<file path="config.mk">
export PLATFORM = sky130hd
export DESIGN_NAME = periodic_wakeup_and_lowvolt_flag
export DESIGN_NICKNAME = d
export VERILOG_FILES = /design/src/design/pwl_pkg.sv /design/src/design/sync_filter.sv /design/src/design/periodic_wakeup_and_lowvolt_flag.sv
export SDC_FILE = /design/constraint.sdc
export NUM_CORES = 1
export LEC_CHECK = 0
export BUFFER_PORTS_ARGS = -buffer_cell sky130_fd_sc_hd__clkbuf_2
export CORE_MARGIN = 4
export CORE_UTILIZATION = 45
export DETAILED_ROUTE_END_ITERATION = 8
export GPL_ROUTABILITY_DRIVEN = 0
export HOLD_SLACK_MARGIN = 0.12
export PLACE_DENSITY = 0.73
export SYNTH_ARGS = -nofsm -noshare
export SYNTH_HDL_FRONTEND = slang
export SYNTH_HIERARCHICAL = 1
export SYNTH_SLANG_ARGS = --single-unit
</file>
<file path="constraint.sdc">
create_clock -name clk_in -period 3.5 [get_ports clk_in]
set_clock_uncertainty 0.15 [all_clocks]
set_input_delay 0 -clock clk_in [delete_from_list [all_inputs] [get_ports clk_in]]
set_output_delay 0 -clock clk_in [all_outputs]
set_load 0.02 [all_outputs]
</file>
<file path="src/design/pwl_pkg.sv">
// Shared offsets, field positions, reset values and bus carriers for the wakeup timer block
package pwl_pkg;

	// Word indices of the registers; byte address is index times four
	localparam logic [5:0] IDX_LOWVOLT = 6'h00;
	localparam logic [5:0] IDX_TIMER = 6'h01;
	localparam logic [5:0] IDX_TRIM = 6'h02;
	localparam logic [5:0] IDX_RATE = 6'h03;

	// Low-voltage register fields
	localparam int LV_STATUS_BIT = 2;
	localparam int LV_IE_BIT = 1;
	localparam int LV_FLAG_BIT = 0;

	// Periodic timer control fields
	localparam int TM_CLKSEL_BIT = 7;
	localparam int TM_WAVE_BIT = 4;
	localparam int TM_EXT_BIT = 3;
	localparam int TM_FE_BIT = 2;
	localparam int TM_IE_BIT = 1;
	localparam int TM_FLAG_BIT = 0;

	// Trim field position
	localparam int TRIM_LSB = 2;
	localparam int TRIM_MSB = 7;

	// Values after reset
	localparam logic [15:0] RATE_RESET = 16'h0000;
	localparam logic [5:0] TRIM_RESET = 6'h00;
	localparam logic [16:0] COUNT_RESET = 17'h0_0000;

	// Bus response codes
	localparam logic [1:0] RESP_OKAY = 2'h0;
	localparam logic [1:0] RESP_SLVERR = 2'h2;

	// Master to slave signals of the register bus
	typedef struct packed {
		logic [31:0] awaddr;
		logic awvalid;
		logic [31:0] wdata;
		logic [3:0] wstrb;
		logic wvalid;
		logic bready;
		logic [31:0] araddr;
		logic arvalid;
		logic rready;
	} axi_req_t;

	// Slave to master signals of the register bus
	typedef struct packed {
		logic awready;
		logic wready;
		logic [1:0] bresp;
		logic bvalid;
		logic arready;
		logic [31:0] rdata;
		logic [1:0] rresp;
		logic rvalid;
	} axi_rsp_t;

	localparam axi_rsp_t RSP_RESET = '{awready: 1'b1, wready: 1'b1, bresp: 2'h0, bvalid: 1'b0,
		arready: 1'b1, rdata: 32'h0000_0000, rresp: 2'h0, rvalid: 1'b0};

endpackage

</file>
<file path="src/design/sync_filter.sv">
// Three-stage input synchroniser with agreement filter and change pulse
`timescale 1ns/1ps
module sync_filter (
	input wire logic clk_in,
	input wire logic rst_in,
	input wire logic async_in,
	output logic level_out,
	output logic change_out
);
	logic s1_reg, s2_reg, s3_reg, level_reg, change_reg;
	logic level_next, change_next;

	// A change counts only once stages two and three agree
	always_comb begin
		change_next = (s2_reg == s3_reg) && (s3_reg != level_reg);
		level_next = change_next ? s3_reg : level_reg;
	end

	// First stage feeds only the second
	always_ff @(posedge clk_in) begin
		if (rst_in) begin
			s1_reg <= 1'b0;
			s2_reg <= 1'b0;
			s3_reg <= 1'b0;
			level_reg <= 1'b0;
			change_reg <= 1'b0;
		end else begin
			s1_reg <= async_in;
			s2_reg <= s1_reg;
			s3_reg <= s2_reg;
			level_reg <= level_next;
			change_reg <= change_next;
		end
	end

	assign level_out = level_reg;
	assign change_out = change_reg;
endmodule // sync_filter

</file>
<file path="src/design/periodic_wakeup_and_lowvolt_flag.sv">
// Low-voltage change flag, periodic wakeup timer and RC trim register behind an AXI4-Lite slave
`timescale 1ns/1ps
module periodic_wakeup_and_lowvolt_flag (
	input wire logic clk_in,
	input wire logic rst_in,
	input wire pwl_pkg::axi_req_t axi_req_in,
	output pwl_pkg::axi_rsp_t axi_rsp_out,
	input wire logic rc_clock_in,
	input wire logic lowvolt_detect_in,
	input wire logic full_performance_mode_in,
	input wire logic trim_flash_valid_in,
	input wire logic [5:0] trim_flash_value_in,
	output logic [5:0] rc_trim_field_out,
	output logic lowvolt_irq_out,
	output logic timer_irq_out,
	output logic external_timer_pin_out
);
	// Low-voltage state
	logic lowvolt_irq_enable_reg, lowvolt_irq_enable_next;
	logic lowvolt_change_flag_reg, lowvolt_change_flag_next;
	logic lowvolt_irq_reg, lowvolt_irq_next;
	logic lowvolt_status, lowvolt_changed;
	// Timer control state
	logic timer_clock_select_reg, timer_clock_select_next;
	logic waveform_select_reg, waveform_select_next;
	logic external_output_enable_reg, external_output_enable_next;
	logic timer_feature_enable_reg, timer_feature_enable_next;
	logic timer_irq_enable_reg, timer_irq_enable_next;
	logic timer_flag_reg, timer_flag_next;
	logic [15:0] timer_rate_value_reg, timer_rate_value_next;
	logic [5:0] rc_trim_field_reg, rc_trim_field_next;
	logic trim_loaded_reg, trim_loaded_next;
	// Timer datapath state
	logic [16:0] count_reg, count_next;
	logic rc_div_reg, rc_div_next;
	logic square_reg, square_next;
	logic pulse_reg, pulse_next;
	logic pin_reg, pin_next;
	logic timer_irq_reg, timer_irq_next;
	logic rc_level, rc_change, rc_rise, tick, period_end;
	// Bus state
	logic aw_held_reg, aw_held_next;
	logic [5:0] aw_idx_reg, aw_idx_next;
	logic w_held_reg, w_held_next;
	logic [31:0] wdata_reg, wdata_next;
	logic [3:0] wstrb_reg, wstrb_next;
	pwl_pkg::axi_rsp_t rsp_reg, rsp_next;
	logic wr_do, ar_take, lane0;

	// Valid register word index
	function automatic logic idx_hit(input logic [5:0] idx);
		idx_hit = (idx == pwl_pkg::IDX_LOWVOLT) || (idx == pwl_pkg::IDX_TIMER) ||
			(idx == pwl_pkg::IDX_TRIM) || (idx == pwl_pkg::IDX_RATE);
	endfunction

	// Supply comparator qualified by performance mode before crossing in
	sync_filter lowvolt_sync (
		.clk_in(clk_in),
		.rst_in(rst_in),
		.async_in(lowvolt_detect_in & full_performance_mode_in),
		.level_out(lowvolt_status),
		.change_out(lowvolt_changed)
	);

	// RC clock is sampled as a slow input, never used as a clock
	sync_filter rc_clock_sync (
		.clk_in(clk_in),
		.rst_in(rst_in),
		.async_in(rc_clock_in),
		.level_out(rc_level),
		.change_out(rc_change)
	);

	// Tick: one bus cycle, or every second RC rising edge
	always_comb begin
		rc_rise = rc_change & rc_level;
		if (timer_clock_select_reg) begin
			tick = timer_feature_enable_reg;
		end else begin
			tick = timer_feature_enable_reg & rc_rise & rc_div_reg;
		end
		period_end = tick && (count_reg == {timer_rate_value_reg, 1'b1});
	end

	// Period counter and waveforms
	always_comb begin
		count_next = count_reg;
		rc_div_next = rc_div_reg;
		square_next = square_reg;
		pulse_next = pulse_reg;
		if (!timer_feature_enable_reg) begin
			count_next = pwl_pkg::COUNT_RESET;
			rc_div_next = 1'b0;
			square_next = 1'b0;
			pulse_next = 1'b0;
		end else begin
			if (rc_rise) begin
				rc_div_next = ~rc_div_reg;
			end
			if (period_end) begin
				count_next = pwl_pkg::COUNT_RESET;
				square_next = ~square_reg;
				pulse_next = 1'b1;
			end else if (tick) begin
				count_next = count_reg + 17'h0_0001;
				pulse_next = 1'b0;
			end
		end
		// Pin stays low unless both enables are set
		if (timer_feature_enable_reg && external_output_enable_reg) begin
			pin_next = waveform_select_reg ? square_next : pulse_next;
		end else begin
			pin_next = 1'b0;
		end
	end

	// Bus handshakes: one write and one read held at a time
	always_comb begin
		rsp_next = rsp_reg;
		aw_idx_next = aw_idx_reg;
		wdata_next = wdata_reg;
		wstrb_next = wstrb_reg;
		wr_do = aw_held_reg && w_held_reg && !rsp_reg.bvalid;
		ar_take = axi_req_in.arvalid && rsp_reg.arready;
		aw_held_next = aw_held_reg ? !wr_do : (axi_req_in.awvalid && rsp_reg.awready);
		w_held_next = w_held_reg ? !wr_do : (axi_req_in.wvalid && rsp_reg.wready);
		if (!aw_held_reg && axi_req_in.awvalid && rsp_reg.awready) begin
			aw_idx_next = axi_req_in.awaddr[7:2];
		end
		if (!w_held_reg && axi_req_in.wvalid && rsp_reg.wready) begin
			wdata_next = axi_req_in.wdata;
			wstrb_next = axi_req_in.wstrb;
		end
		rsp_next.awready = !aw_held_next;
		rsp_next.wready = !w_held_next;
		rsp_next.bvalid = wr_do || (rsp_reg.bvalid && !axi_req_in.bready);
		if (wr_do) begin
			rsp_next.bresp = idx_hit(aw_idx_reg) ? pwl_pkg::RESP_OKAY : pwl_pkg::RESP_SLVERR;
		end
		rsp_next.rvalid = ar_take || (rsp_reg.rvalid && !axi_req_in.rready);
		rsp_next.arready = !rsp_next.rvalid;
		if (ar_take) begin
			rsp_next.rresp = idx_hit(axi_req_in.araddr[7:2]) ? pwl_pkg::RESP_OKAY : pwl_pkg::RESP_SLVERR;
			rsp_next.rdata = 32'h0000_0000;
			unique case (axi_req_in.araddr[7:2])
				pwl_pkg::IDX_LOWVOLT: begin
					rsp_next.rdata[pwl_pkg::LV_STATUS_BIT] = lowvolt_status;
					rsp_next.rdata[pwl_pkg::LV_IE_BIT] = lowvolt_irq_enable_reg;
					rsp_next.rdata[pwl_pkg::LV_FLAG_BIT] = lowvolt_change_flag_reg;
				end
				pwl_pkg::IDX_TIMER: begin
					rsp_next.rdata[pwl_pkg::TM_CLKSEL_BIT] = timer_clock_select_reg;
					rsp_next.rdata[pwl_pkg::TM_WAVE_BIT] = waveform_select_reg;
					rsp_next.rdata[pwl_pkg::TM_EXT_BIT] = external_output_enable_reg;
					rsp_next.rdata[pwl_pkg::TM_FE_BIT] = timer_feature_enable_reg;
					rsp_next.rdata[pwl_pkg::TM_IE_BIT] = timer_irq_enable_reg;
					rsp_next.rdata[pwl_pkg::TM_FLAG_BIT] = timer_flag_reg;
				end
				pwl_pkg::IDX_TRIM: begin
					rsp_next.rdata[pwl_pkg::TRIM_MSB:pwl_pkg::TRIM_LSB] = rc_trim_field_reg;
				end
				pwl_pkg::IDX_RATE: begin
					rsp_next.rdata[15:0] = timer_rate_value_reg;
				end
				default: begin
					rsp_next.rdata = 32'h0000_0000;
				end
			endcase
		end
	end

	// Register writes; hardware set wins over a same-cycle clear
	always_comb begin
		lane0 = wr_do && wstrb_reg[0];
		lowvolt_irq_enable_next = lowvolt_irq_enable_reg;
		lowvolt_change_flag_next = lowvolt_change_flag_reg;
		timer_clock_select_next = timer_clock_select_reg;
		waveform_select_next = waveform_select_reg;
		external_output_enable_next = external_output_enable_reg;
		timer_feature_enable_next = timer_feature_enable_reg;
		timer_irq_enable_next = timer_irq_enable_reg;
		timer_flag_next = timer_flag_reg;
		timer_rate_value_next = timer_rate_value_reg;
		rc_trim_field_next = rc_trim_field_reg;
		trim_loaded_next = trim_loaded_reg;
		// Flash value arrives once after reset; later software writes may override
		if (!trim_loaded_reg && trim_flash_valid_in) begin
			rc_trim_field_next = trim_flash_value_in;
			trim_loaded_next = 1'b1;
		end
		if (lane0 && aw_idx_reg == pwl_pkg::IDX_LOWVOLT) begin
			lowvolt_irq_enable_next = wdata_reg[pwl_pkg::LV_IE_BIT];
			if (wdata_reg[pwl_pkg::LV_FLAG_BIT]) begin
				lowvolt_change_flag_next = 1'b0;
			end
		end
		if (lane0 && aw_idx_reg == pwl_pkg::IDX_TIMER) begin
			// Source must not switch under a running count
			if (!timer_feature_enable_reg && !wdata_reg[pwl_pkg::TM_FE_BIT]) begin
				timer_clock_select_next = wdata_reg[pwl_pkg::TM_CLKSEL_BIT];
			end
			waveform_select_next = wdata_reg[pwl_pkg::TM_WAVE_BIT];
			external_output_enable_next = wdata_reg[pwl_pkg::TM_EXT_BIT];
			timer_feature_enable_next = wdata_reg[pwl_pkg::TM_FE_BIT];
			timer_irq_enable_next = wdata_reg[pwl_pkg::TM_IE_BIT];
			if (wdata_reg[pwl_pkg::TM_FLAG_BIT]) begin
				timer_flag_next = 1'b0;
			end
		end
		if (lane0 && aw_idx_reg == pwl_pkg::IDX_TRIM) begin
			rc_trim_field_next = wdata_reg[pwl_pkg::TRIM_MSB:pwl_pkg::TRIM_LSB];
		end
		if (wr_do && aw_idx_reg == pwl_pkg::IDX_RATE && !timer_feature_enable_reg) begin
			if (wstrb_reg[0]) begin
				timer_rate_value_next[7:0] = wdata_reg[7:0];
			end
			if (wstrb_reg[1]) begin
				timer_rate_value_next[15:8] = wdata_reg[15:8];
			end
		end
		if (lowvolt_changed) begin
			lowvolt_change_flag_next = 1'b1;
		end
		if (period_end) begin
			timer_flag_next = 1'b1;
		end
		// Requests follow the flags one cycle later, from flops
		lowvolt_irq_next = lowvolt_irq_enable_reg & lowvolt_change_flag_reg;
		timer_irq_next = timer_irq_enable_reg & timer_flag_reg;
	end

	// State registers
	always_ff @(posedge clk_in) begin
		if (rst_in) begin
			lowvolt_irq_enable_reg <= 1'b0;
			lowvolt_change_flag_reg <= 1'b0;
			lowvolt_irq_reg <= 1'b0;
			timer_clock_select_reg <= 1'b0;
			waveform_select_reg <= 1'b0;
			external_output_enable_reg <= 1'b0;
			timer_feature_enable_reg <= 1'b0;
			timer_irq_enable_reg <= 1'b0;
			timer_flag_reg <= 1'b0;
			timer_rate_value_reg <= pwl_pkg::RATE_RESET;
			rc_trim_field_reg <= pwl_pkg::TRIM_RESET;
			trim_loaded_reg <= 1'b0;
			count_reg <= pwl_pkg::COUNT_RESET;
			rc_div_reg <= 1'b0;
			square_reg <= 1'b0;
			pulse_reg <= 1'b0;
			pin_reg <= 1'b0;
			timer_irq_reg <= 1'b0;
			aw_held_reg <= 1'b0;
			aw_idx_reg <= 6'h00;
			w_held_reg <= 1'b0;
			wdata_reg <= 32'h0000_0000;
			wstrb_reg <= 4'h0;
			rsp_reg <= pwl_pkg::RSP_RESET;
		end else begin
			lowvolt_irq_enable_reg <= lowvolt_irq_enable_next;
			lowvolt_change_flag_reg <= lowvolt_change_flag_next;
			lowvolt_irq_reg <= lowvolt_irq_next;
			timer_clock_select_reg <= timer_clock_select_next;
			waveform_select_reg <= waveform_select_next;
			external_output_enable_reg <= external_output_enable_next;
			timer_feature_enable_reg <= timer_feature_enable_next;
			timer_irq_enable_reg <= timer_irq_enable_next;
			timer_flag_reg <= timer_flag_next;
			timer_rate_value_reg <= timer_rate_value_next;
			rc_trim_field_reg <= rc_trim_field_next;
			trim_loaded_reg <= trim_loaded_next;
			count_reg <= count_next;
			rc_div_reg <= rc_div_next;
			square_reg <= square_next;
			pulse_reg <= pulse_next;
			pin_reg <= pin_next;
			timer_irq_reg <= timer_irq_next;
			aw_held_reg <= aw_held_next;
			aw_idx_reg <= aw_idx_next;
			w_held_reg <= w_held_next;
			wdata_reg <= wdata_next;
			wstrb_reg <= wstrb_next;
			rsp_reg <= rsp_next;
		end
	end

	// Outputs straight from flops
	assign axi_rsp_out = rsp_reg;
	assign rc_trim_field_out = rc_trim_field_reg;
	assign lowvolt_irq_out = lowvolt_irq_reg;
	assign timer_irq_out = timer_irq_reg;
	assign external_timer_pin_out = pin_reg;
endmodule // periodic_wakeup_and_lowvolt_flag

</file>
==> results.json <==
{
  "status": "finished, final reports clean",
  "yosysSeqAreaShare": 0.484,
  "ant_nets": 0,
  "cts_max_path_buffers": 2,
  "async_flop_share": 0,
  "placeableCoreArea_sq_um": 9950,
  "htreeDepth": 4,
  "final-setup-viol-count": 0,
  "grt_usage": 0.257,
  "wl_mm": 15.0,
  "fmax_mhz": 315,
  "grt-ovfl-total": 0,
  "largest_register_ffs": 23,
  "synthTopCellsByArea": "dfxtp_1 (48%), nor2_1 (6.8%), mux2i_1 (6.4%)",
  "num_rows": 36,
  "slew_viol_final": 0,
  "layout_commonest_cell": "dfxtp_1",
  "rsz0062_at_grt": "false",
  "finalNetCount": 805,
  "cp_max_fo": 18,
  "antenna_found_initial": 0,
  "p_per_area_nw_per_um2": 538,
  "leakage_uw": 0.00277,
  "post_drt_wl_per_cell_microns": 18.0,
  "dieArea_sq_um": 12100,
  "slowest_delay_ns": 0.94,
  "final_cell_mix": "dfxtp_1 (113), dlygate4sd3_1 (101), nor2_1 (85), clkbuf_2 (78), nand2_1 (61)",
  "critPathArrivalTime_ns": 3.48,
  "initial_core_util": 0.469,
  "die_w_microns": 110,
  "critPathLaunchType": "flip-flop",
  "grt_pass1_wl_mm": 23.9,
  "synth_edf_count": 0,
  "cp.required_ns": 3.80,
  "vias": 4558,
  "worstPathCellList": "nand2_1 -> nor2_1 -> nand2_1 -> dlygate4sd3_1 -> a21oi_1 -> dlygate4sd3_1",
  "ys_seq_elements": 113,
  "synth_top_area_frac": 0.484,
  "cts_resized": 0,
  "end_kind": "flip-flop",
  "synthesis.area_sq_um": 4670,
  "area_delta_synth_final_pct": 43.8,
  "yosys.area.top_type": "dfxtp_1",
  "clkSinkCount": 113,
  "path_buf_inv": 2,
  "finalSetupTns_ns": 0,
  "cts-root-buf": "clkbuf_8",
  "peakVddDrop_uv": 485,
  "antenna_cells": 0,
  "design_area_sq_um": 6720,
  "vias_per_cell": 5.47,
  "clkTransAtPathRegs_ns": 0.06,
  "cts_tree": "yes",
  "cap_violations": 0,
  "ys_warn_count": 6,
  "cts_inserted_buffers": 17,
  "hold_start": "axi_req_in[0]",
  "grt_max_degree": 59,
  "ios": 167,
  "hold_viol": 0,
  "layout-drive-gt1-share": 0.186,
  "synth_cell_type_count": 49,
  "r2r-start": "axi_rsp_out[39]",
  "path_depth": 6,
  "synth_area_per_cell_sq_um": 9.13,
  "criticalPathCategory": "flip-flop to flip-flop",
  "nFillCells": 612,
  "finalPower_uw": 3620,
  "dr.pass1.iters": 6,
  "slowest_stage": "nor2_1",
  "worstMarginPinSlew_ns": 1.26,
  "grt_pass1_vias": 4741,
  "drt_iter0_drc": 394,
  "place_area_sq_um": 5040,
  "netlist_instances": 512,
  "fin_crit_sh": 0.907,
  "synth_ff_type": "dfxtp_1",
  "hpwlAfterDp_mm": 7.36,
  "drc": 0,
  "die_y_microns": 110,
  "port_buffers": 78,
  "period_needed_ns": 3.18,
  "max-slew-margin-rel": 0.159,
  "hold_depth": 4,
  "path_delay_family": "buffers and inverters",
  "clock_latency_ns": 0.51,
  "hp-class": "input port to flip-flop",
  "reg2reg_depth": 6,
  "critPathLaunch": "axi_rsp_out[39]"
}
## layout make-up
class	instances	area (sq um)	share of cell area
Clock buffer	17	414	0.0616
Clock inverter	15	256	0.0382
Inverter	7	26.3	0.00391
Multi-Input combinational cell	368	2190	0.325
Sequential cell	113	2260	0.337
Tap cell	133	166	0.0248
Timing Repair Buffer	180	1410	0.210
## cells in the mapped netlist, types with 3 or more instances
master,number
dfxtp_1,113
nor2_1,85
nand2_1,61
a21oi_1,40
mux2i_1,30
buf_4,19
xnor2_1,19
xor2_1,16
a22oi_1,14
clkbuf_1,13
nand3_1,13
nor2b_1,8
inv_1,7
a211oi_1,6
nand4_1,6
mux2_2,5
nor2_2,4
and3_1,3
buf_2,3
nand2b_1,3
nor3_1,3
nor4_1,3
o31ai_1,3
## final timing paths
path | endpoint | slack [ns]
max | wstrb_reg[1] | 0.32
min | axi_rsp_out[0] | 0.16
max reg2reg | wstrb_reg[1] | 0.32
min reg2reg | lowvolt_sync/s2_reg | 0.29
## kinds of logic after synthesis
group	Yosys count	synth area share
AO/OA/AOI/OAI	69	0.0889
XOR/XNOR	35	0.0656
adder cells (fa/ha/maj)	1	0.00268
buffers and inverters	48	0.0616
flip-flops	113	0.484
multiplexers	36	0.0811
other	1	0.000802
AND/OR/NAND/NOR	209	0.215
## what timing repair did
item / in CTS / in global routing
hold buffers: 101 / 0
setup buffers: 0 / 0
hold endpoints to repair: 69 / 0
## routing by layer
| layer | part of all wire | global-route usage | vias to the layer above |
|---|---|---|---|
| li1 | - | - | 2047 |
| met1 | 0.37 | 0.283 | 2147 |
| met2 | 0.50 | 0.448 | 291 |
| met3 | 0.080 | 0.0664 | 73 |
| met4 | 0.050 | 0.144 | 0 |
| met5 | 0 | 0 | - |
## power breakdown
part | switching [uW] | leakage (uW) | internal, uW
Combinational | 146 | 0.00154 | 146
Sequential | 33.1 | 0.000917 | 1320
Clock | 658 | 0.000320 | 1310
## worst register-to-register path, delay by kind of cell (launching register included)
kind,cells,cell delay (ns)
buffers and inverters,2,1.24
AND/OR/NAND/NOR,3,1.23
flip-flops,1,0.36
AO/OA/AOI/OAI,1,0.12
## through the flow
stage	hold WS, ns	setup WS, ns	util	cells
floorplan	-0.0809	1.77	-	529
global placement	0.0614	1.45	0.506	700
detailed placement	0.0660	1.36	0.506	700
CTS	0.153	0.564	0.675	833
global route	0.197	0.199	0.675	833
finish	0.163	0.324	0.675	833
Note: power is estimated with default switching activity, not from simulation.
